**src/cocr_defines.svh**
```systemverilog
/*
 * constants for the charger option control register bank: command codes,
 * bit positions, field positions and reset values.
 * assumes it is included by the design, host and bench files by bare name.
 */
`ifndef COCR_DEFINES_SVH
`define COCR_DEFINES_SVH

// ----------------------------------------------------------------------
// command codes
// ----------------------------------------------------------------------
`define COCR_CMD_OPT3          8'h32
`define COCR_CMD_HOT0          8'h33

// ----------------------------------------------------------------------
// control register bit positions
// ----------------------------------------------------------------------
`define COCR_BIT_HIGHZ         15
`define COCR_BIT_RESTORE       14
`define COCR_BIT_REMEASURE     13
`define COCR_BIT_REVERSE       12
`define COCR_BIT_OPTIMIZER     11
`define COCR_BIT_BATSW_OFF     1
`define COCR_BIT_PMON_SEL      0

// ----------------------------------------------------------------------
// reset values and writable masks
// ----------------------------------------------------------------------
`define COCR_OPT3_RESET        16'h0000
`define COCR_OPT3_MASK         16'hf803
`define COCR_HOT0_RESET        16'h4a54
`define COCR_HOT0_MASK         16'hfefe

// ----------------------------------------------------------------------
// alert option field positions
// ----------------------------------------------------------------------
`define COCR_HOT_ILIM2_MSB     15
`define COCR_HOT_ILIM2_LSB     11
`define COCR_HOT_CRIT_MSB      10
`define COCR_HOT_CRIT_LSB      9
`define COCR_HOT_VSYS_MSB      7
`define COCR_HOT_VSYS_LSB      6
`define COCR_HOT_EXT           5
`define COCR_HOT_WIDTH_MSB     4
`define COCR_HOT_WIDTH_LSB     3
`define COCR_HOT_CLEAR         2
`define COCR_HOT_INOM          1

`endif

```
**src/cocr_pkg.sv**
```systemverilog
/*
 * types for the charger option control register bank.
 * assumes cocr_defines.svh is available on the include path.
 */
package cocr_pkg;
   // ----------------------------------------------------------------------
   // host register port request
   // ----------------------------------------------------------------------
   typedef struct packed {
      logic        wr;                // one-cycle write strobe
      logic        rd;                // one-cycle read strobe
      logic [7:0]  cmd;               // command code
      logic [15:0] wdata;             // write word
   } cocr_req_t;

   // ----------------------------------------------------------------------
   // decoded controls driven to the power stage
   // ----------------------------------------------------------------------
   typedef struct packed {
      logic highz_active;             // device in high-impedance mode
      logic regulator_on;             // internal regulator enabled
      logic system_from_battery;      // system powered from battery
      logic battery_switch_on;        // battery switch closed
      logic converter_enable;         // converter allowed to run
      logic remeasure_active;         // threshold measurement requested
      logic reverse_supply_active;    // bus supplied from battery
      logic input_current_optimizer;  // optimizer algorithm running
      logic system_power_monitor_sel; // 1: discharge power only
   } cocr_ctl_t;

   // measurement sequencer states
   typedef enum logic [1:0] {
      COCR_IDLE    = 2'b00,
      COCR_MEASURE = 2'b01,
      COCR_RESTART = 2'b10
   } cocr_state_t;
endpackage

```
**src/cocr_regs.sv**
```systemverilog
/*
 * charger option control register bank: the option-three control register
 * and the processor-hot option register, with their control outputs.
 * assumes a host-side bus engine that delivers decoded word accesses as
 * one-cycle strobes synchronous to clk, and analog status as levels.
 */
`timescale 1ns/10ps
`include "cocr_defines.svh"

module cocr_regs
(
   input  wire logic             clk,               // 100 MHz clock
   input  wire logic             reset,             // sync, active high
   input  wire cocr_pkg::cocr_req_t req,            // host access strobe
   input  wire logic             bus_above_uvlo,    // bus supply valid
   input  wire logic             reverse_pin,       // reverse enable pin
   input  wire logic             measure_done,      // threshold measured
   input  wire logic [15:0]      voltage_limit_in,  // limit write data
   input  wire logic             voltage_limit_wr,  // limit write strobe
   output logic [15:0]           rdata,             // read word
   output logic                  rvalid,            // read answer pulse
   output logic                  cmd_error,         // unmapped access
   output logic [15:0]           input_voltage_limit, // kept on restore
   output cocr_pkg::cocr_ctl_t   ctl                // power stage controls
);
   import cocr_pkg::*;

   // ----------------------------------------------------------------------
   // storage
   // ----------------------------------------------------------------------
   logic [15:0]  opt3;                 // option-three control register
   logic [15:0]  hot0;                 // processor-hot option register
   cocr_state_t  state;                // measurement sequencer
   cocr_ctl_t    next_ctl;             // decoded controls
   logic         wr_opt3;              // write to control register
   logic         wr_hot0;              // write to alert register
   logic         restore;              // restore strobe from host

   // access decode
   assign wr_opt3 = req.wr && (req.cmd == `COCR_CMD_OPT3);
   assign wr_hot0 = req.wr && (req.cmd == `COCR_CMD_HOT0);
   assign restore = wr_opt3 && req.wdata[`COCR_BIT_RESTORE];

   // ----------------------------------------------------------------------
   // control register
   // ----------------------------------------------------------------------
   // restore and reset both land on defaults; the restore bit is never
   // stored, so it reads back zero once the one-cycle reset is done
   always_ff @(posedge clk)
   begin
      if (reset)
      begin
         opt3 <= `COCR_OPT3_RESET;
      end
      else if (restore)
      begin
         opt3 <= `COCR_OPT3_RESET;
      end
      else if (wr_opt3)
      begin
         // reserved bits are dropped, so stray ones never read back
         opt3 <= req.wdata & `COCR_OPT3_MASK;
         opt3[`COCR_BIT_RESTORE] <= 1'b0;
      end
      else if (state == COCR_MEASURE && measure_done)
      begin
         opt3[`COCR_BIT_REMEASURE] <= 1'b0;
      end
   end

   // ----------------------------------------------------------------------
   // processor-hot option register; field behaviour lives elsewhere
   // ----------------------------------------------------------------------
   always_ff @(posedge clk)
   begin
      if (reset || restore)
      begin
         hot0 <= `COCR_HOT0_RESET;
      end
      else if (wr_hot0)
      begin
         hot0 <= req.wdata & `COCR_HOT0_MASK;
      end
   end

   // ----------------------------------------------------------------------
   // input voltage limit; survives a restore, only hard reset clears it
   // ----------------------------------------------------------------------
   always_ff @(posedge clk)
   begin
      if (reset)
      begin
         input_voltage_limit <= 16'h0000;
      end
      else if (voltage_limit_wr)
      begin
         input_voltage_limit <= voltage_limit_in;
      end
   end

   // ----------------------------------------------------------------------
   // measurement sequencer
   // ----------------------------------------------------------------------
   // restart takes one cycle so the converter enable rises only after
   // the remeasure bit has visibly dropped
   always_ff @(posedge clk)
   begin
      if (reset || restore)
      begin
         state <= COCR_IDLE;
      end
      else
      begin
         case (state)
            COCR_IDLE:
            begin
               if (opt3[`COCR_BIT_REMEASURE])
               begin
                  state <= COCR_MEASURE;
               end
            end
            COCR_MEASURE:
            begin
               if (measure_done)
               begin
                  state <= COCR_RESTART;
               end
            end
            COCR_RESTART:
            begin
               state <= COCR_IDLE;
            end
            default:
            begin
               state <= COCR_IDLE;
            end
         endcase
      end
   end

   // ----------------------------------------------------------------------
   // control decode
   // ----------------------------------------------------------------------
   always_comb
   begin
      next_ctl = '0;
      next_ctl.highz_active = opt3[`COCR_BIT_HIGHZ];
      // with bus supply present the regulator stays up in high-z
      next_ctl.regulator_on = !opt3[`COCR_BIT_HIGHZ] || bus_above_uvlo;
      next_ctl.system_from_battery = opt3[`COCR_BIT_HIGHZ];
      next_ctl.battery_switch_on = !(opt3[`COCR_BIT_HIGHZ]
                                   && opt3[`COCR_BIT_BATSW_OFF]);
      next_ctl.remeasure_active = opt3[`COCR_BIT_REMEASURE];
      next_ctl.converter_enable = !opt3[`COCR_BIT_HIGHZ]
                                  && !opt3[`COCR_BIT_REMEASURE]
                                  && (state == COCR_IDLE);
      next_ctl.reverse_supply_active = opt3[`COCR_BIT_REVERSE]
                                       && reverse_pin;
      next_ctl.input_current_optimizer = opt3[`COCR_BIT_OPTIMIZER];
      next_ctl.system_power_monitor_sel = opt3[`COCR_BIT_PMON_SEL];
   end

   // controls registered so every output comes from a flip-flop
   always_ff @(posedge clk)
   begin
      if (reset)
      begin
         ctl <= '0;
      end
      else
      begin
         ctl <= next_ctl;
      end
   end

   // ----------------------------------------------------------------------
   // read path
   // ----------------------------------------------------------------------
   always_ff @(posedge clk)
   begin
      if (reset)
      begin
         rdata     <= 16'h0000;
         rvalid    <= 1'b0;
         cmd_error <= 1'b0;
      end
      else
      begin
         rvalid    <= req.rd;
         cmd_error <= (req.rd || req.wr) && (req.cmd != `COCR_CMD_OPT3)
                      && (req.cmd != `COCR_CMD_HOT0);
         if (req.rd)
         begin
            case (req.cmd)
               `COCR_CMD_OPT3: rdata <= opt3;
               `COCR_CMD_HOT0: rdata <= hot0;
               default:        rdata <= 16'h0000; // unmapped reads zero
            endcase
         end
      end
   end

   // ----------------------------------------------------------------------
   // checks
   // ----------------------------------------------------------------------
   highz_reset_a: assert property (@(posedge clk)
      $fell(reset) |-> !opt3[`COCR_BIT_HIGHZ])
      else $error("highz enable not zero after reset");
   highz_out_a: assert property (@(posedge clk) disable iff (reset)
      wr_opt3 && !restore |=> ##1 ctl.highz_active == $past(req.wdata[15], 2))
      else $error("highz output does not follow write");
   regulator_a: assert property (@(posedge clk) disable iff (reset)
      opt3[15] && bus_above_uvlo |=> ctl.regulator_on
      && ctl.system_from_battery)
      else $error("regulator off in highz with bus supply");
   restore_a: assert property (@(posedge clk) disable iff (reset)
      restore && !voltage_limit_wr
      |=> opt3 == `COCR_OPT3_RESET && hot0 == `COCR_HOT0_RESET
      && $stable(input_voltage_limit))
      else $error("restore failed");
   restore_clear_a: assert property (@(posedge clk)
      !opt3[`COCR_BIT_RESTORE])
      else $error("restore bit stored");
   conv_off_a: assert property (@(posedge clk) disable iff (reset)
      opt3[13] |=> !ctl.converter_enable)
      else $error("converter on during measurement");
   measure_end_a: assert property (@(posedge clk) disable iff (reset)
      state == COCR_MEASURE && measure_done && !req.wr
      |=> !opt3[13] ##1 state == COCR_IDLE ##1 ctl.converter_enable
      || opt3[15] || opt3[13])
      else $error("measurement end did not restart converter");
   reverse_a: assert property (@(posedge clk) disable iff (reset)
      ctl.reverse_supply_active |-> $past(opt3[12]) && $past(reverse_pin))
      else $error("reverse supply without bit and pin");
   batsw_a: assert property (@(posedge clk) disable iff (reset)
      opt3[15] && opt3[1] |=> !ctl.battery_switch_on)
      else $error("battery switch on when ordered off");
   hot_reset_a: assert property (@(posedge clk)
      $fell(reset) |-> hot0 == `COCR_HOT0_RESET)
      else $error("alert register reset value wrong");
   read_a: assert property (@(posedge clk) disable iff (reset)
      req.rd && req.cmd == `COCR_CMD_OPT3 |=> rvalid && rdata == $past(opt3))
      else $error("control read wrong");

   // ----------------------------------------------------------------------
   // field and decode checks
   // ----------------------------------------------------------------------
   // controls lag a write by two edges: one to store the word, one more
   // because ctl is registered; the next two checks look that far ahead and
   // take the written bit from two edges back
   optimizer_a: assert property (@(posedge clk) disable iff (reset)
      wr_opt3 && !restore |=> ##1 ctl.input_current_optimizer
      == $past(req.wdata[`COCR_BIT_OPTIMIZER], 2))
      else $error("optimizer enable does not follow write");
   // monitor select is a plain stored bit, passed on unchanged
   pmon_sel_a: assert property (@(posedge clk) disable iff (reset)
      wr_opt3 && !restore |=> ##1 ctl.system_power_monitor_sel
      == $past(req.wdata[`COCR_BIT_PMON_SEL], 2))
      else $error("monitor select does not follow write");
   // both the bit and the pin must be up; reverse_a covers the converse
   reverse_on_a: assert property (@(posedge clk) disable iff (reset)
      opt3[`COCR_BIT_REVERSE] && reverse_pin |=> ctl.reverse_supply_active)
      else $error("reverse supply off with bit and pin set");
   // without bus supply high-z shuts the regulator to save current
   regulator_off_a: assert property (@(posedge clk) disable iff (reset)
      opt3[`COCR_BIT_HIGHZ] && !bus_above_uvlo |=> !ctl.regulator_on)
      else $error("regulator on in highz without bus supply");
   // a fresh remeasure request leaves idle on the next edge
   measure_start_a: assert property (@(posedge clk) disable iff (reset)
      state == COCR_IDLE && opt3[`COCR_BIT_REMEASURE] && !restore
      |=> state == COCR_MEASURE)
      else $error("remeasure request not taken");
   // alert register stores the written word less its reserved bits
   hot_write_a: assert property (@(posedge clk) disable iff (reset)
      wr_hot0 |=> hot0 == ($past(req.wdata) & `COCR_HOT0_MASK))
      else $error("alert register write lost");
   // unmapped commands flag an error and leave the alert register alone
   unmapped_a: assert property (@(posedge clk) disable iff (reset)
      (req.rd || req.wr) && req.cmd != `COCR_CMD_OPT3
      && req.cmd != `COCR_CMD_HOT0 |=> cmd_error && $stable(hot0))
      else $error("unmapped access not flagged");

   highz_c:   cover property (@(posedge clk) ctl.highz_active);
   measure_c: cover property (@(posedge clk) state == COCR_RESTART);
   reverse_c: cover property (@(posedge clk) ctl.reverse_supply_active);
   restore_c: cover property (@(posedge clk) restore);
   unmapped_c: cover property (@(posedge clk) cmd_error);
endmodule // cocr_regs

```
**config.mk**
```make
export PLATFORM = sky130hd
export DESIGN_NAME = cocr_regs
export DESIGN_NICKNAME = d
export VERILOG_FILES = /design/src/cocr_pkg.sv /design/src/cocr_regs.sv
export VERILOG_INCLUDE_DIRS = /design/src
export SDC_FILE = /design/constraint.sdc
export NUM_CORES = 1
export LEC_CHECK = 0
export ABC_AREA = 0
export BUFFER_PORTS_ARGS = -buffer_cell sky130_fd_sc_hd__buf_2
export CORE_AREA = 2 2 70 72
export DETAILED_ROUTE_END_ITERATION = 16
export DIE_AREA = 0 0 72 74
export PLACE_DENSITY = 0.87
export REMOVE_ABC_BUFFERS = 1
export SYNTH_ARGS = -nofsm -noshare
export SYNTH_HDL_FRONTEND = slang
export SYNTH_SLANG_ARGS = --single-unit
```
**constraint.sdc**
```tcl
create_clock -name clk -period 3.7 [get_ports clk]
set_clock_uncertainty 0.15 [all_clocks]
set_input_delay 0.925 -clock clk [delete_from_list [all_inputs] [get_ports clk]]
set_output_delay 0.925 -clock clk [all_outputs]
set_load 0.01 [all_outputs]
```
==> flow_metrics.tcl <==
set metrics [dict create \
    cts_hold_buffers 0 \
    hold_viol 0 \
    grt_pass1_vias 1762 \
    area_delta_synth_final_pct 32.9 \
    slowest_delay_ns 0.74 \
    worstSetupStartpointType "primary input" \
    post_cts_buffers 0 \
    cts_resized 0 \
    yosysMostFrequentCell "dfxtp_1" \
    crit_type "in -> reg" \
    hold_path.class "reg -> reg" \
    synthDistinctLibCells 35 \
    ir_worst_vdd_mv 0.287 \
    fp-row-count 25 \
    reg2regPathDepth 2 \
    final_nets 326 \
    reg2reg_to "ctl[4]" \
    cts-root-buf "clkbuf_8" \
    cts_tree "built" \
    place.gp.congestion 0.725 \
    io_buffer_count 88 \
    finalSetupViolations 0 \
    hold_path_depth 1 \
    ant_nets 0 \
    syn_area_um2 2230 \
    critPathSlowestCell "or4_1" \
    syn_avg_cell_area_um2 11.7 \
    holdWs_ns 0.317 \
    cts_buffers 9 \
    start_util_pct 48.5 \
    path_cells "buf_2, or4_1, nor3b_4, a32o_1" \
    drive_above_1_share_pct 41.3 \
    regArea_um2 1260 \
    grt_pass1_wl_um 7780 \
    drc 0 \
    die_h_um 74 \
    netlist.top_cell.by_area "dfxtp_1" \
    n_fill_cell 382 \
    antenna_found_initial 0 \
    setup_tns_ns 0 \
    cts_sinks 63 \
    finalCritPeriodShare_pct 70.6 \
    place_area_um2 2680 \
    yosysTopAreaCellShare_pct 56.5 \
    yosysWarnings 0 \
    ys_seq_elements 63 \
    diodes 0 \
    drv_slew 0 \
    via_per_inst 5.33 \
    multi_input_area_um2 895 \
    worst_slew_pin_slew_ns 1.11 \
    final_cell_area_um2 2970 \
    finalWorstSetupSlack_ns 1.09 \
    cp_max_fo 15 \
    clock_path_buffers 2 \
    yosys-top-cells-area "dfxtp_1 (57%), mux2i_1 (8.5%), a22o_1 (5.1%), a32o_1 (4.5%), mux2_2 (4.0%)" \
    outcome "finished, final reports clean" \
    max_freq_ghz 0.383 \
    cp_num_buf_inv 1 \
    die_w_um 72 \
    rsz0062_at_grt "false" \
    p_leak_nw 1.40 \
    r2r_start "state[1]" \
    grt_max_degree 31 \
    via_count 1796 \
    slew_headroom_pct 25.6 \
    die-area_um2 5330 \
    gr-usage-all-layers_pct 19.2 \
    period_needed_ns 2.61 \
    grt-ovfl-total 0 \
    worstPathRequired_ns 3.82 \
    place_inst 321 \
    routed_wl_um 4720 \
    async_flop_share_pct 0 \
    clk_latency_ns 0.33 \
    htreeDepth 3 \
    power.total_mw 1.65 \
    drv_cap 0 \
    clkTransAtPathRegs_ns 0.07 \
    wire_per_inst_um 14.0 \
    synth_commonest_cells "dfxtp_1 (63), nor2_1 (20), mux2i_1 (19)" \
    dr.pass1.iters 4 \
    stdcell_count 337 \
    finish.utilization_pct 64.5 \
    r2r_setup_slack_ns 2.55 \
    synth_ff_type "dfxtp_1" \
    drtIter0Drc 40 \
    crit_family "simple AND/OR/NAND/NOR gates" \
    io_pins 91 \
    min_to "rdata[6]" \
    dp_hpwl_um 3410 \
    synth-edff-count 0 \
    seq_area_frac_synth_pct 56.5 \
    dp_slack_ns 0.735 \
    synthCells 191 \
    p_per_area_nw_per_um2 555 \
    cp-end-kind "register" \
    core-area_um2 4600 \
    arrival_ns 2.73 \
    min_from "rdata[6]" \
]
kinds of logic after synthesis:
kind of cell | Yosys count | synth area share, %
DFF | 63 | 56.5
muxes | 27 | 12.6
AOI/OAI and AO/OA | 38 | 15.0
other | 1 | 0.168
and+or+nand+nor | 47 | 12.3
buffers and inverters | 15 | 3.42
routing by layer:
metal | part of all wire (%) | up-vias | GRT usage, % | wire length, um
li1 | - | 879 | - | -
met1 | 44 | 828 | 22.8 | 2090
met2 | 47 | 79 | 33.0 | 2210
met3 | 7.0 | 10 | 4.20 | 330
met4 | 1.9 | 0 | 10.1 | 90
met5 | 0 | - | 0 | 0
report_power, final:
| group | leakage (nW) | internal (mW) | switching, mW | total [mW] |
|---|---|---|---|---|
| combinational | 0.743 | 0.0433 | 0.0537 | 0.0970 |
| clock | 0.144 | 0.587 | 0.266 | 0.853 |
| sequential | 0.513 | 0.692 | 0.00553 | 0.697 |
area by class of cell:
| cell class | count | area share (%) |
|---|---|---|
| Tap cell | 54 | 2.28 |
| Inverter | 3 | 0.380 |
| Timing Repair Buffer | 88 | 14.8 |
| Multi-Input combinational cell | 113 | 30.2 |
| Clock inverter | 7 | 5.65 |
| Sequential cell | 63 | 42.5 |
| Clock buffer | 9 | 4.18 |
worst max path at each step:
stage	endpoint	cells past startpoint	start	slack (ns)
after floorplan	opt3[0]	3	req[23]	1.04
final	rdata[2]	4	req[23]	1.09
after global placement	opt3[15]	4	req[23]	0.80
after detailed placement	rdata[2]	4	req[23]	0.73
after global routing	rdata[2]	4	req[23]	1.02
after CTS	rdata[2]	4	req[23]	1.08
state kept, by name, indices dropped and copies added, names as in the netlist:
signal,count
cmd_error,1
rvalid,1
rdata,15
state,2
opt3,6
input_voltage_limit,16
ctl,8
hot0,14
cells in the final DEF (no fill, tap or decap), types with 4 or more instances in the layout:
master	count
a22o_1	13
clkbuf_8	9
dfxtp_1	63
buf_2	88
mux2_2	8
mux2i_1	19
a32o_1	10
nand2_1	4
nor2b_1	5
nor2_1	20
o22a_1	5
bufinv_16	5
Power figures use the tool's default switching activity.
